`src/include/rate_table_regs.svh`:
```
// Register indices, field positions, reset values and timing counts for the
// ingress rate table access block. Assumes a word-indexed switch register port.
`ifndef RATE_TABLE_REGS_SVH
`define RATE_TABLE_REGS_SVH

`define RATE_TABLE_COMMAND_IDX    16'h184b
`define RATE_CMD_STATUS_IDX       16'h184c
`define RATE_WRITE_DATA_IDX       16'h184d
`define RATE_READ_DATA_IDX        16'h184e
`define PORT0_FILTERED_COUNT_IDX  16'h1850

`define CMD_DIR_BIT               7
`define CMD_TYPE_HI               6
`define CMD_TYPE_LO               5
`define CMD_ADDR_HI               4
`define CMD_ADDR_LO               0
`define STATUS_PENDING_BIT        0

`define TYPE_RESERVED             2'h0
`define TYPE_COMMITTED_RATE       2'h1
`define TYPE_COMMITTED_BURST      2'h2
`define TYPE_EXCESS_BURST         2'h3

`define RATE_ENTRIES              24
`define RATE_ENTRY_RESET          16'h0014
`define BURST_SIZE_RESET          16'h0600
`define RATE_TICK_NS              20
`define COUNT_MAX                 32'hffff_ffff

// Table access latency: pending stays high this many cycles
`define RATE_ACCESS_CYCLES        2'h2

`endif

```
`src/include/rate_table_pkg.sv`:
```
// Types for the ingress rate table access block.
// Assumes rate_table_regs.svh is on the include path.
`include "rate_table_regs.svh"

package rate_table_pkg;

  typedef enum logic {ACC_IDLE, ACC_BUSY} access_state_t;

  typedef logic [`RATE_ENTRIES-1:0][15:0] rate_table_t;

  typedef struct packed {
    access_state_t st;
    logic [1:0] lat;
    logic [7:0] command;
    logic [15:0] write_data;
    logic [15:0] read_data;
    rate_table_t committed_rate_entry;
    logic [15:0] committed_burst_size;
    logic [15:0] excess_burst_size;
    logic [31:0] filtered_count;
    logic [31:0] rsp_data;
    logic rsp_valid;
    logic [15:0] committed_tokens;
    logic [15:0] excess_tokens;
  } rate_state_t;

endpackage

```
`src/verilog/ingress_rate_table_access.sv`:
```
// Ingress rate metering table with indirect command access, plus the port 0
// ingress filtered-packet counter. Assumes a single clock, a word-indexed
// register port driven from the same clock, and meter events from same domain.
`include "rate_table_regs.svh"

module ingress_rate_table_access (
  input wire logic mclk,
  input wire logic rstn,
  input wire logic [15:0] reg_addr,
  input wire logic reg_wr,
  input wire logic reg_rd,
  input wire logic [31:0] reg_wdata,
  output logic [31:0] reg_rdata,
  output logic reg_rvalid,
  input wire logic pkt_filtered,
  input wire logic tok_refill,
  input wire logic tok_consume,
  input wire logic [15:0] tok_bytes,
  output rate_table_pkg::rate_table_t committed_rate_table,
  output logic [15:0] committed_burst,
  output logic [15:0] excess_burst,
  output logic [15:0] committed_tokens,
  output logic [15:0] excess_tokens,
  output logic access_pending
);
  import rate_table_pkg::*;

  rate_state_t s_q;
  rate_state_t s_d;

  logic cmd_wr;
  logic cnt_rd;
  logic [1:0] cmd_type;
  logic [4:0] cmd_addr;
  logic addr_ok;

  // Command field decode
  assign cmd_wr = reg_wr && (reg_addr == `RATE_TABLE_COMMAND_IDX);
  assign cnt_rd = reg_rd && (reg_addr == `PORT0_FILTERED_COUNT_IDX);
  assign cmd_type = s_q.command[`CMD_TYPE_HI:`CMD_TYPE_LO];
  assign cmd_addr = s_q.command[`CMD_ADDR_HI:`CMD_ADDR_LO];
  // Out-of-range rate addresses are dropped rather than aliased
  assign addr_ok = (cmd_addr < 5'(`RATE_ENTRIES));

  // Next-state logic for the whole block
  always_comb begin
    s_d = s_q;
    s_d.rsp_valid = 1'b0;

    // Register writes; reserved bits are simply not stored
    if (reg_wr && reg_addr == `RATE_WRITE_DATA_IDX) begin
      s_d.write_data = reg_wdata[15:0];
    end

    // Access sequencer; commands issued while busy are ignored
    unique case (s_q.st)
      ACC_IDLE: begin
        if (cmd_wr) begin
          s_d.command = reg_wdata[7:0];
          s_d.st = ACC_BUSY;
          s_d.lat = `RATE_ACCESS_CYCLES - 2'h1;
        end
      end
      ACC_BUSY: begin
        if (s_q.lat != 2'h0) begin
          s_d.lat = s_q.lat - 2'h1;
        end else begin
          s_d.st = ACC_IDLE;
          if (s_q.command[`CMD_DIR_BIT]) begin
            unique case (cmd_type)
              `TYPE_COMMITTED_RATE: begin
                s_d.read_data = addr_ok ? s_q.committed_rate_entry[cmd_addr] : 16'h0000;
              end
              `TYPE_COMMITTED_BURST: s_d.read_data = s_q.committed_burst_size;
              `TYPE_EXCESS_BURST: s_d.read_data = s_q.excess_burst_size;
              `TYPE_RESERVED: begin
                // Nothing fetched, so the last read data stays on show
                s_d.read_data = s_q.read_data;
              end
            endcase
          end else begin
            unique case (cmd_type)
              `TYPE_COMMITTED_RATE: begin
                if (addr_ok) begin
                  s_d.committed_rate_entry[cmd_addr] = s_q.write_data;
                end
              end
              `TYPE_COMMITTED_BURST: s_d.committed_burst_size = s_q.write_data;
              `TYPE_EXCESS_BURST: s_d.excess_burst_size = s_q.write_data;
              `TYPE_RESERVED: begin
                // No effect; a data write in this same cycle must not be undone
                s_d.st = ACC_IDLE;
              end
            endcase
          end
        end
      end
    endcase

    // Buckets refill only while below the size, so a lowered size caps
    // a full bucket only after traffic has drained it underneath
    if (tok_consume) begin
      s_d.committed_tokens = (s_q.committed_tokens > tok_bytes) ?
        s_q.committed_tokens - tok_bytes : 16'h0000;
      s_d.excess_tokens = (s_q.excess_tokens > tok_bytes) ?
        s_q.excess_tokens - tok_bytes : 16'h0000;
    end else if (tok_refill) begin
      if (s_q.committed_tokens < s_q.committed_burst_size) begin
        s_d.committed_tokens = s_q.committed_tokens + 16'h0001;
      end
      if (s_q.excess_tokens < s_q.excess_burst_size) begin
        s_d.excess_tokens = s_q.excess_tokens + 16'h0001;
      end
    end

    // Filtered counter: a packet in the clearing cycle still counts
    if (cnt_rd) begin
      s_d.filtered_count = pkt_filtered ? 32'h0000_0001 : 32'h0000_0000;
    end else if (pkt_filtered && s_q.filtered_count != `COUNT_MAX) begin
      s_d.filtered_count = s_q.filtered_count + 32'h0000_0001;
    end

    // Read answer one cycle after the strobe; unmapped indices read zero
    if (reg_rd) begin
      s_d.rsp_valid = 1'b1;
      unique case (reg_addr)
        `RATE_TABLE_COMMAND_IDX: s_d.rsp_data = {24'h000000, s_q.command};
        `RATE_CMD_STATUS_IDX: s_d.rsp_data = {31'h0, s_q.st == ACC_BUSY};
        `RATE_WRITE_DATA_IDX: s_d.rsp_data = {16'h0000, s_q.write_data};
        `RATE_READ_DATA_IDX: s_d.rsp_data = {16'h0000, s_q.read_data};
        `PORT0_FILTERED_COUNT_IDX: s_d.rsp_data = s_q.filtered_count;
        default: s_d.rsp_data = 32'h0000_0000;
      endcase
    end
  end

  // State register; reset loads all documented defaults
  always_ff @(posedge mclk) begin
    if (!rstn) begin
      s_q.st <= ACC_IDLE;
      s_q.lat <= 2'h0;
      s_q.command <= 8'h00;
      s_q.write_data <= 16'h0000;
      s_q.read_data <= 16'h0000;
      s_q.committed_rate_entry <= {`RATE_ENTRIES{`RATE_ENTRY_RESET}};
      s_q.committed_burst_size <= `BURST_SIZE_RESET;
      s_q.excess_burst_size <= `BURST_SIZE_RESET;
      s_q.filtered_count <= 32'h0000_0000;
      s_q.rsp_data <= 32'h0000_0000;
      s_q.rsp_valid <= 1'b0;
      s_q.committed_tokens <= `BURST_SIZE_RESET;
      s_q.excess_tokens <= `BURST_SIZE_RESET;
    end else begin
      s_q <= s_d;
    end
  end

  // Outputs come straight from the state flops
  assign reg_rdata = s_q.rsp_data;
  assign reg_rvalid = s_q.rsp_valid;
  assign committed_rate_table = s_q.committed_rate_entry;
  assign committed_burst = s_q.committed_burst_size;
  assign excess_burst = s_q.excess_burst_size;
  assign committed_tokens = s_q.committed_tokens;
  assign excess_tokens = s_q.excess_tokens;
  assign access_pending = (s_q.st == ACC_BUSY);
endmodule // ingress_rate_table_access

```
`config.mk`:
```
export PLATFORM = sky130hd
export DESIGN_NAME = ingress_rate_table_access
export DESIGN_NICKNAME = d
export VERILOG_FILES = /design/src/include/rate_table_pkg.sv /design/src/verilog/ingress_rate_table_access.sv
export VERILOG_INCLUDE_DIRS = /design/src /design/src/include
export SDC_FILE = /design/constraint.sdc
export NUM_CORES = 2
export LEC_CHECK = 0
export ABC_AREA = 1
export BUFFER_PORTS_ARGS = -buffer_cell sky130_fd_sc_hd__buf_4
export CAP_MARGIN = 20
export CELL_PAD_IN_SITES_DETAIL_PLACEMENT = 1
export CELL_PAD_IN_SITES_GLOBAL_PLACEMENT = 1
export CORE_MARGIN = 8
export CORE_UTILIZATION = 35
export DETAILED_ROUTE_END_ITERATION = 6
export GPL_TIMING_DRIVEN = 1
export HOLD_SLACK_MARGIN = 0.1
export PLACE_DENSITY = 0.81
export SYNTH_ARGS = -nofsm -noshare
export SYNTH_HDL_FRONTEND = slang
export SYNTH_SLANG_ARGS = --single-unit
```
`constraint.sdc`:
```
create_clock -name mclk -period 2.3 [get_ports mclk]
set_input_delay 0.345 -clock mclk [delete_from_list [all_inputs] [get_ports mclk]]
set_output_delay 0.345 -clock mclk [all_outputs]
set_load 0.01 [all_outputs]
```
## Yosys cells after proc, flatten, opt, wreduce, memory -nomap -nowiden

Index checks and enable logic that the tools add are counted.

- Input port bits: 71
- Latch bits: 0
- Memory bits (writable): 0
- Output and inout bits: 482
- ROM bits: 0
- Bits in registers: 556
- Memories kept: 0
- Word-level logic and storage cells: 105

- Bitwise gates (word level): 4
- Reduce and logical (&&, ||, !) cells: 19
- $lt $le $gt $ge: 7
- Multiplexer cells: 22
- $mul: 0
- Divide/modulo/power cells: 0
- Shifts and indexed selects: 0
- Add/sub/neg operators: 6
- Eq/ne operators: 11

Operator list:

| cell | count |
|---|---|
| $bwmux 384 | 1 |
| $pmux 32 s5 | 1 |
| $mux 32 | 4 |
| $mux 16 | 7 |
| $bmux 16 s5 | 1 |
| $demux 16 s5 | 1 |
| $eq 16x13->1 const B | 5 |
| $pmux 16 s3 | 1 |
| $add 16x1->16 const B | 2 |
| $add 32x1->32 const B | 1 |
| $gt 16x16->1 | 2 |
| $lt 16x16->1 | 2 |
| $ne 32x32->1 const B | 1 |
| $sub 16x16->16 | 2 |
| $reduce_and 4->1 | 3 |
| $mux 11 | 1 |
| $reduce_bool 2->1 | 5 |
| $reduce_and 2->1 | 4 |
| $lt 5x6->1 const B | 1 |
| $pmux 3 s2 | 1 |
| $ge 5x1->1 const B | 1 |
| $logic_and 1x1->1 | 5 |
| $lt 5x5->1 const B | 1 |
| $reduce_and 5->1 | 1 |
| 9 further kinds | 15 |

## Depth between registers and ports, before layout

- Depth after elaboration: 5
- Depth in mapped cells: 16
- Mapped depth without buffers: 16

## Worst setup path before layout

OpenSTA, ideal clock, no wires.

- Kind: register -> register
- Start: register, netlist name committed_tokens[0]
- End: register, netlist name committed_tokens[7]
- Library setup time: 0.064 ns
- Arrival: 2.060 ns
- Period minus slack after synthesis: 2.124 ns
- Stages on the path, launching flop included: 17
- Data required time: 2.236 ns
- Setup slack: 0.176 ns
- Cell sequence: dfxtp_1 -> inv_1 -> ha_1 -> fa_1 -> inv_1 -> nand3_1 -> nand2_1 -> nand2_1 -> nand2_1 -> nand2_1 -> nand2_1 -> nand2_1 -> nor2_1 -> nand2_1 -> nand3_1 -> nand2_1 -> nor2_1

- Word-level cells in the longest chain between the ends: 4

RTL lines:

| what | RTL line | text |
|---|---|---|
| $add 16x1->16 | ingress_rate_table_access.sv:109 | `s_d.committed_tokens = s_q.committed_tokens + 16'h0001;` |
| $mux 16 | ingress_rate_table_access.sv:108 | `if (s_q.committed_tokens < s_q.committed_burst_size) begin` |
| $mux 32 | ingress_rate_table_access.sv:107 | `end else if (tok_refill) begin` |
| $mux 32 | ingress_rate_table_access.sv:102 | `if (tok_consume) begin` |

Parallel ways exist; a longest one is shown, timed or not. The select of a mux whose other input is x is not followed.
A chain may end at the register's enable or synchronous reset.

## Worst setup path in the final report

- Start: register s_q, in the netlist cmd_addr[1]
- End: register s_q[528] (netlist name)

- Word-level cells in the longest chain between the ends: 4

RTL lines:

| what | RTL line | text |
|---|---|---|
| start, declared | ingress_rate_table_access.sv:28 | `rate_state_t s_q;` |
| $bmux 16 s5 | ingress_rate_table_access.sv:72 | `s_d.read_data = addr_ok ? s_q.committed_rate_entry[cmd_addr] : 16'h0000;` |
| $mux 16 (not written as such) | ingress_rate_table_access.sv:72 |  |
| $mux 16 (*) | ingress_rate_table_access.sv:72 |  |
| $pmux 16 s3 (*) | ingress_rate_table_access.sv:70 | `unique case (cmd_type)` |

Mark *: on every way between the ends. The rest lies on a longest branch, timed or not. The select of a mux whose other input is x is not followed.

==> summary.txt <==
post-DR vias/cell - 5.411
final setup violating endpoints - 0
Worst Path Buf+Inv - 3
final setup slack of the worst path - 0.06425 ns
Least-Margin Pin Slew - 0.9000 ns
Final Instance Area - 35940 um2
net count reported at finish - 4455
max-cap violations - 0
nets in the synthesized netlist - 4313
fraction of final layout cells sized beyond drive strength 1 - 22.00%
Die Width - 309.9 um
clk root buf - sky130_fd_sc_hd__clkbuf_16
number of DRC markers after the initial detailed-route iteration - 2334
pre-CTS setup slack - -0.1058 ns
floorplan die area - 96020 um2
series of cell instances along the critical path - inv_1, nor2_4, buf_12, buf_4, a22oi_1, nand2_1, nand2_1, nand2_1, nor2_1, nand2_1, nand2_1, a21oi_1
Sum Neg Setup Slack - 0 ns
routability-driven placement congestion ratio - 0.9585
reg-to-reg setup timing slack - 0.06 ns
DRC viols - 3
Power Dens Cells - 644.3 nW/um2
CTS H-Tree Depth - 2
nature of the critical path startpoint - register
insertion delay of the later-clocked pin in the worst-skew pair - 0.63 ns
delay of the slowest cell on the worst path - 0.43 ns
worst hold path class - in2reg
clock net sink count - 556
first-pass GRT wire length - 197600 um
leakage component of the power - 16.20 nW
floorplan row count - 107
failing checks - design-rule violations
final total power - 23.16 mW
y dimension of the die - 309.9 um
number of antenna violations at the first check in global routing - 5
number of distinct library cells after synthesis - 40
Vias - 29820
Max rail drop VDD - 0.0005692 V
worst endpoint data arrival time - 2.78 ns
half-perimeter wire length after placement - 102800 um
antenna viol nets, final - 0
Avg Synthesized Cell Area - 7.242 um2
pin count of the biggest net entering global routing - 148
flip-flop and latch count after synthesis - 556
type of element capturing the critical path - register
most repeated library cell on the critical path - sky130_fd_sc_hd__nand2_1
number of I/O port buffers - 536
placeable core area - 85410 um2
via count of the first global-routing pass - 30020
most frequent standard cell in the layout excluding fill and tap cells - sky130_fd_sc_hd__nand2_1
yosys synthesis warning count - 0
combined area of all synthesized cells - 30230 um2
instance count along the most critical hold path - 5
number of buffers between clock root and the deepest sink - 3
endpoint of the worst hold path - excess_tokens[0]
max frequency - 447.3 MHz
launching point of the worst reg2reg path - cmd_addr[1]
Syn Inst Count - 4174
count of pins on the block boundary - 553
Slew Limit Fails - 0
outcome - finished, violations left
highest-count cells in the layout ignoring fill and taps - sky130_fd_sc_hd__nand2_1, sky130_fd_sc_hd__buf_4, sky130_fd_sc_hd__dfxtp_1, sky130_fd_sc_hd__a21oi_1, sky130_fd_sc_hd__o21ai_0
endpoint of the lowest-slack register-to-register path - s_q[528]
Worst path slowest cell - sky130_fd_sc_hd__dfxtp_2
final worst clock skew - 0.02076 ns
post-detailed-placement cell area - 33370 um2
Crit Path Max Fanout - 19
worst slew margin relative to its limit - 40.00%
CTS tree - yes
number of failing hold endpoints at the final stage - 0
category of cells accounting for the largest share of critical-path delay - simple AND/OR/NAND/NOR gates
all-layer global routing usage - 27.03%
required time at the worst-slack endpoint - 2.84 ns
number of buffers created by CTS - 61
Routed WL - 136700 um
final cycle utilization of the critical path - 97.21%
Initial Util - 35.39%
final routed wire length divided by cell count - 24.80 um
startpoint-to-endpoint class of the critical path - reg2reg
hold path startpoint - tok_bytes[0]
clock input transition at the sequential cells of the worst setup and hold paths - 0.06 ns
grt ovf - 0
sequential share of the synthesized area - 36.82%
R2R cell count - 12
area overhead of the layout relative to synthesis - 18.92%
length of the first detailed-routing pass in iterations - 7
utilization of the core after routing - 42.08%
Final min period - 2.236 ns
## worst register-to-register path: stages (launching register included)
cell and delay, ns:
sky130_fd_sc_hd__dfxtp_2 0.43, sky130_fd_sc_hd__inv_1 0.12, sky130_fd_sc_hd__nor2_4 0.19, sky130_fd_sc_hd__buf_12 0.21, sky130_fd_sc_hd__buf_4 0.30, sky130_fd_sc_hd__a22oi_1 0.12
sky130_fd_sc_hd__nand2_1 0.08, sky130_fd_sc_hd__nand2_1 0.08, sky130_fd_sc_hd__nand2_1 0.13, sky130_fd_sc_hd__nor2_1 0.06, sky130_fd_sc_hd__nand2_1 0.12, sky130_fd_sc_hd__nand2_1 0.12
sky130_fd_sc_hd__a21oi_1 0.20
## Yosys cell counts
| library cell | instances | area, um2 |
|---|---|---|
| sky130_fd_sc_hd__a211oi_1 | 8 | 60.06 |
| sky130_fd_sc_hd__o22ai_1 | 19 | 118.9 |
| sky130_fd_sc_hd__inv_2 | 19 | 71.32 |
| sky130_fd_sc_hd__buf_2 | 76 | 380.4 |
| sky130_fd_sc_hd__a22oi_1 | 193 | 1449 |
| sky130_fd_sc_hd__a21o_1 | 1 | 7.510 |
| sky130_fd_sc_hd__nand2_2 | 4 | 25.02 |
| sky130_fd_sc_hd__o21a_1 | 4 | 30.03 |
| sky130_fd_sc_hd__clkbuf_1 | 140 | 525.5 |
| sky130_fd_sc_hd__o21ai_0 | 413 | 2067 |
| sky130_fd_sc_hd__inv_1 | 265 | 994.7 |
| sky130_fd_sc_hd__nand3b_1 | 12 | 90.09 |
| sky130_fd_sc_hd__fa_1 | 2 | 40.04 |
| sky130_fd_sc_hd__buf_6 | 1 | 11.26 |
| sky130_fd_sc_hd__dfxtp_1 | 556 | 11130 |
| sky130_fd_sc_hd__nand2_1 | 814 | 3055 |
| sky130_fd_sc_hd__o211ai_1 | 54 | 405.4 |
| sky130_fd_sc_hd__nor3_2 | 3 | 30.03 |
| sky130_fd_sc_hd__clkinv_1 | 4 | 15.01 |
| sky130_fd_sc_hd__nor4_2 | 1 | 12.51 |
| sky130_fd_sc_hd__xnor2_1 | 11 | 96.34 |
| sky130_fd_sc_hd__o21bai_1 | 4 | 30.03 |
| sky130_fd_sc_hd__a31oi_1 | 2 | 12.51 |
| sky130_fd_sc_hd__nor3_4 | 2 | 32.53 |
| sky130_fd_sc_hd__and2_1 | 3 | 18.77 |
| sky130_fd_sc_hd__ha_1 | 66 | 825.8 |
| sky130_fd_sc_hd__nand4_1 | 33 | 206.5 |
| sky130_fd_sc_hd__nor2_4 | 18 | 202.7 |
| sky130_fd_sc_hd__nor4_1 | 1 | 6.260 |
| sky130_fd_sc_hd__buf_4 | 497 | 3731 |
| sky130_fd_sc_hd__nand3_1 | 115 | 575.6 |
| sky130_fd_sc_hd__buf_1 | 9 | 33.78 |
| sky130_fd_sc_hd__nor2_8 | 1 | 20.02 |
| sky130_fd_sc_hd__nor2_1 | 219 | 822.0 |
| sky130_fd_sc_hd__or2_2 | 2 | 12.51 |
| sky130_fd_sc_hd__o31ai_1 | 3 | 22.52 |
| sky130_fd_sc_hd__a21oi_1 | 509 | 2547 |
| sky130_fd_sc_hd__xor2_1 | 16 | 140.1 |
| sky130_fd_sc_hd__nor3_1 | 38 | 190.2 |
| sky130_fd_sc_hd__o21ai_1 | 36 | 180.2 |
## metrics by stage
step | cells | hold slack, ns
floorplan | 4174 | 0.4390
global placement | 5361 | 0.4498
detailed placement | 5361 | 0.4574
CTS | 5502 | 0.2159
global route | 5511 | 0.2555
finish | 5511 | 0.2523
## worst max path at each step
stage	from	endpoint	slack, ns	depth (start not counted)
global route	s_q[553]	committed_rate_table[155]	-0.01	13
detailed placement	tok_bytes[13]	committed_tokens[6]	-0.11	15
finish	cmd_addr[1]	s_q[528]	0.06	12
CTS	committed_tokens[0]	committed_tokens[6]	0.004	17
global placement	tok_bytes[13]	committed_tokens[14]	-0.009	14
floorplan	committed_tokens[0]	committed_tokens[7]	0.18	16
## sequential cells by signal (all words and copies together) (netlist names)
| signal | flops |
|---|---|
| committed_rate_table | 384 |
| s_q | 67 |
| reg_rdata | 32 |
| committed_burst | 16 |
| committed_tokens | 16 |
| excess_burst | 16 |
| excess_tokens | 16 |
| cmd_addr | 5 |
| cmd_type | 2 |
| access_pending | 1 |
| reg_rvalid | 1 |
## routing by layer
layer	part of all wire, %	routed length (um)	vias up	track usage [%]
met5	0.0095	13	-	0
met4	5.2	7055	2	12.27
met3	7.7	10480	276	6.346
met2	47	63570	1091	44.89
met1	41	55540	14640	33.16
li1	-	-	13810	-
## power breakdown
group / switching, mW / internal (mW) / leakage, nW
Sequential: 0.126 / 9.73 / 4.49
Clock: 4.29 / 6.12 / 1.02
Combinational: 1.71 / 1.18 / 10.7
Total: 6.13 / 17.0 / 16.2
## layout make-up
class,count,area [um2]
fill,10640,49470
clock inverter,32,416.7
inverter,288,1087
antenna,4,10.01
timing repair buffer,802,6723
sequential,556,11140
multi-input combinational,2607,13470
tap,1144,1431
clock buffer,78,1670
## kinds of logic after synthesis
kind of cell / share of synthesized area [%]
compound gates: 22.93
buf+inv: 19.07
simple gates: 17.53
flops: 36.82
fa+ha+maj: 2.864
xor+xnor: 0.7823
## repair_timing
| item | in CTS | in global routing |
|---|---|---|
| hold endpoints to repair | 48 | 0 |
| pin swaps | 1 | 6 |
| gates cloned | 0 | 1 |
| hold buffers | 29 | 0 |
| setup endpoints to repair | 3 | 172 |
| gates resized for setup | 1 | 30 |
| buffers inserted | 2 | 4 |
Power figures use the tool's default switching activity.
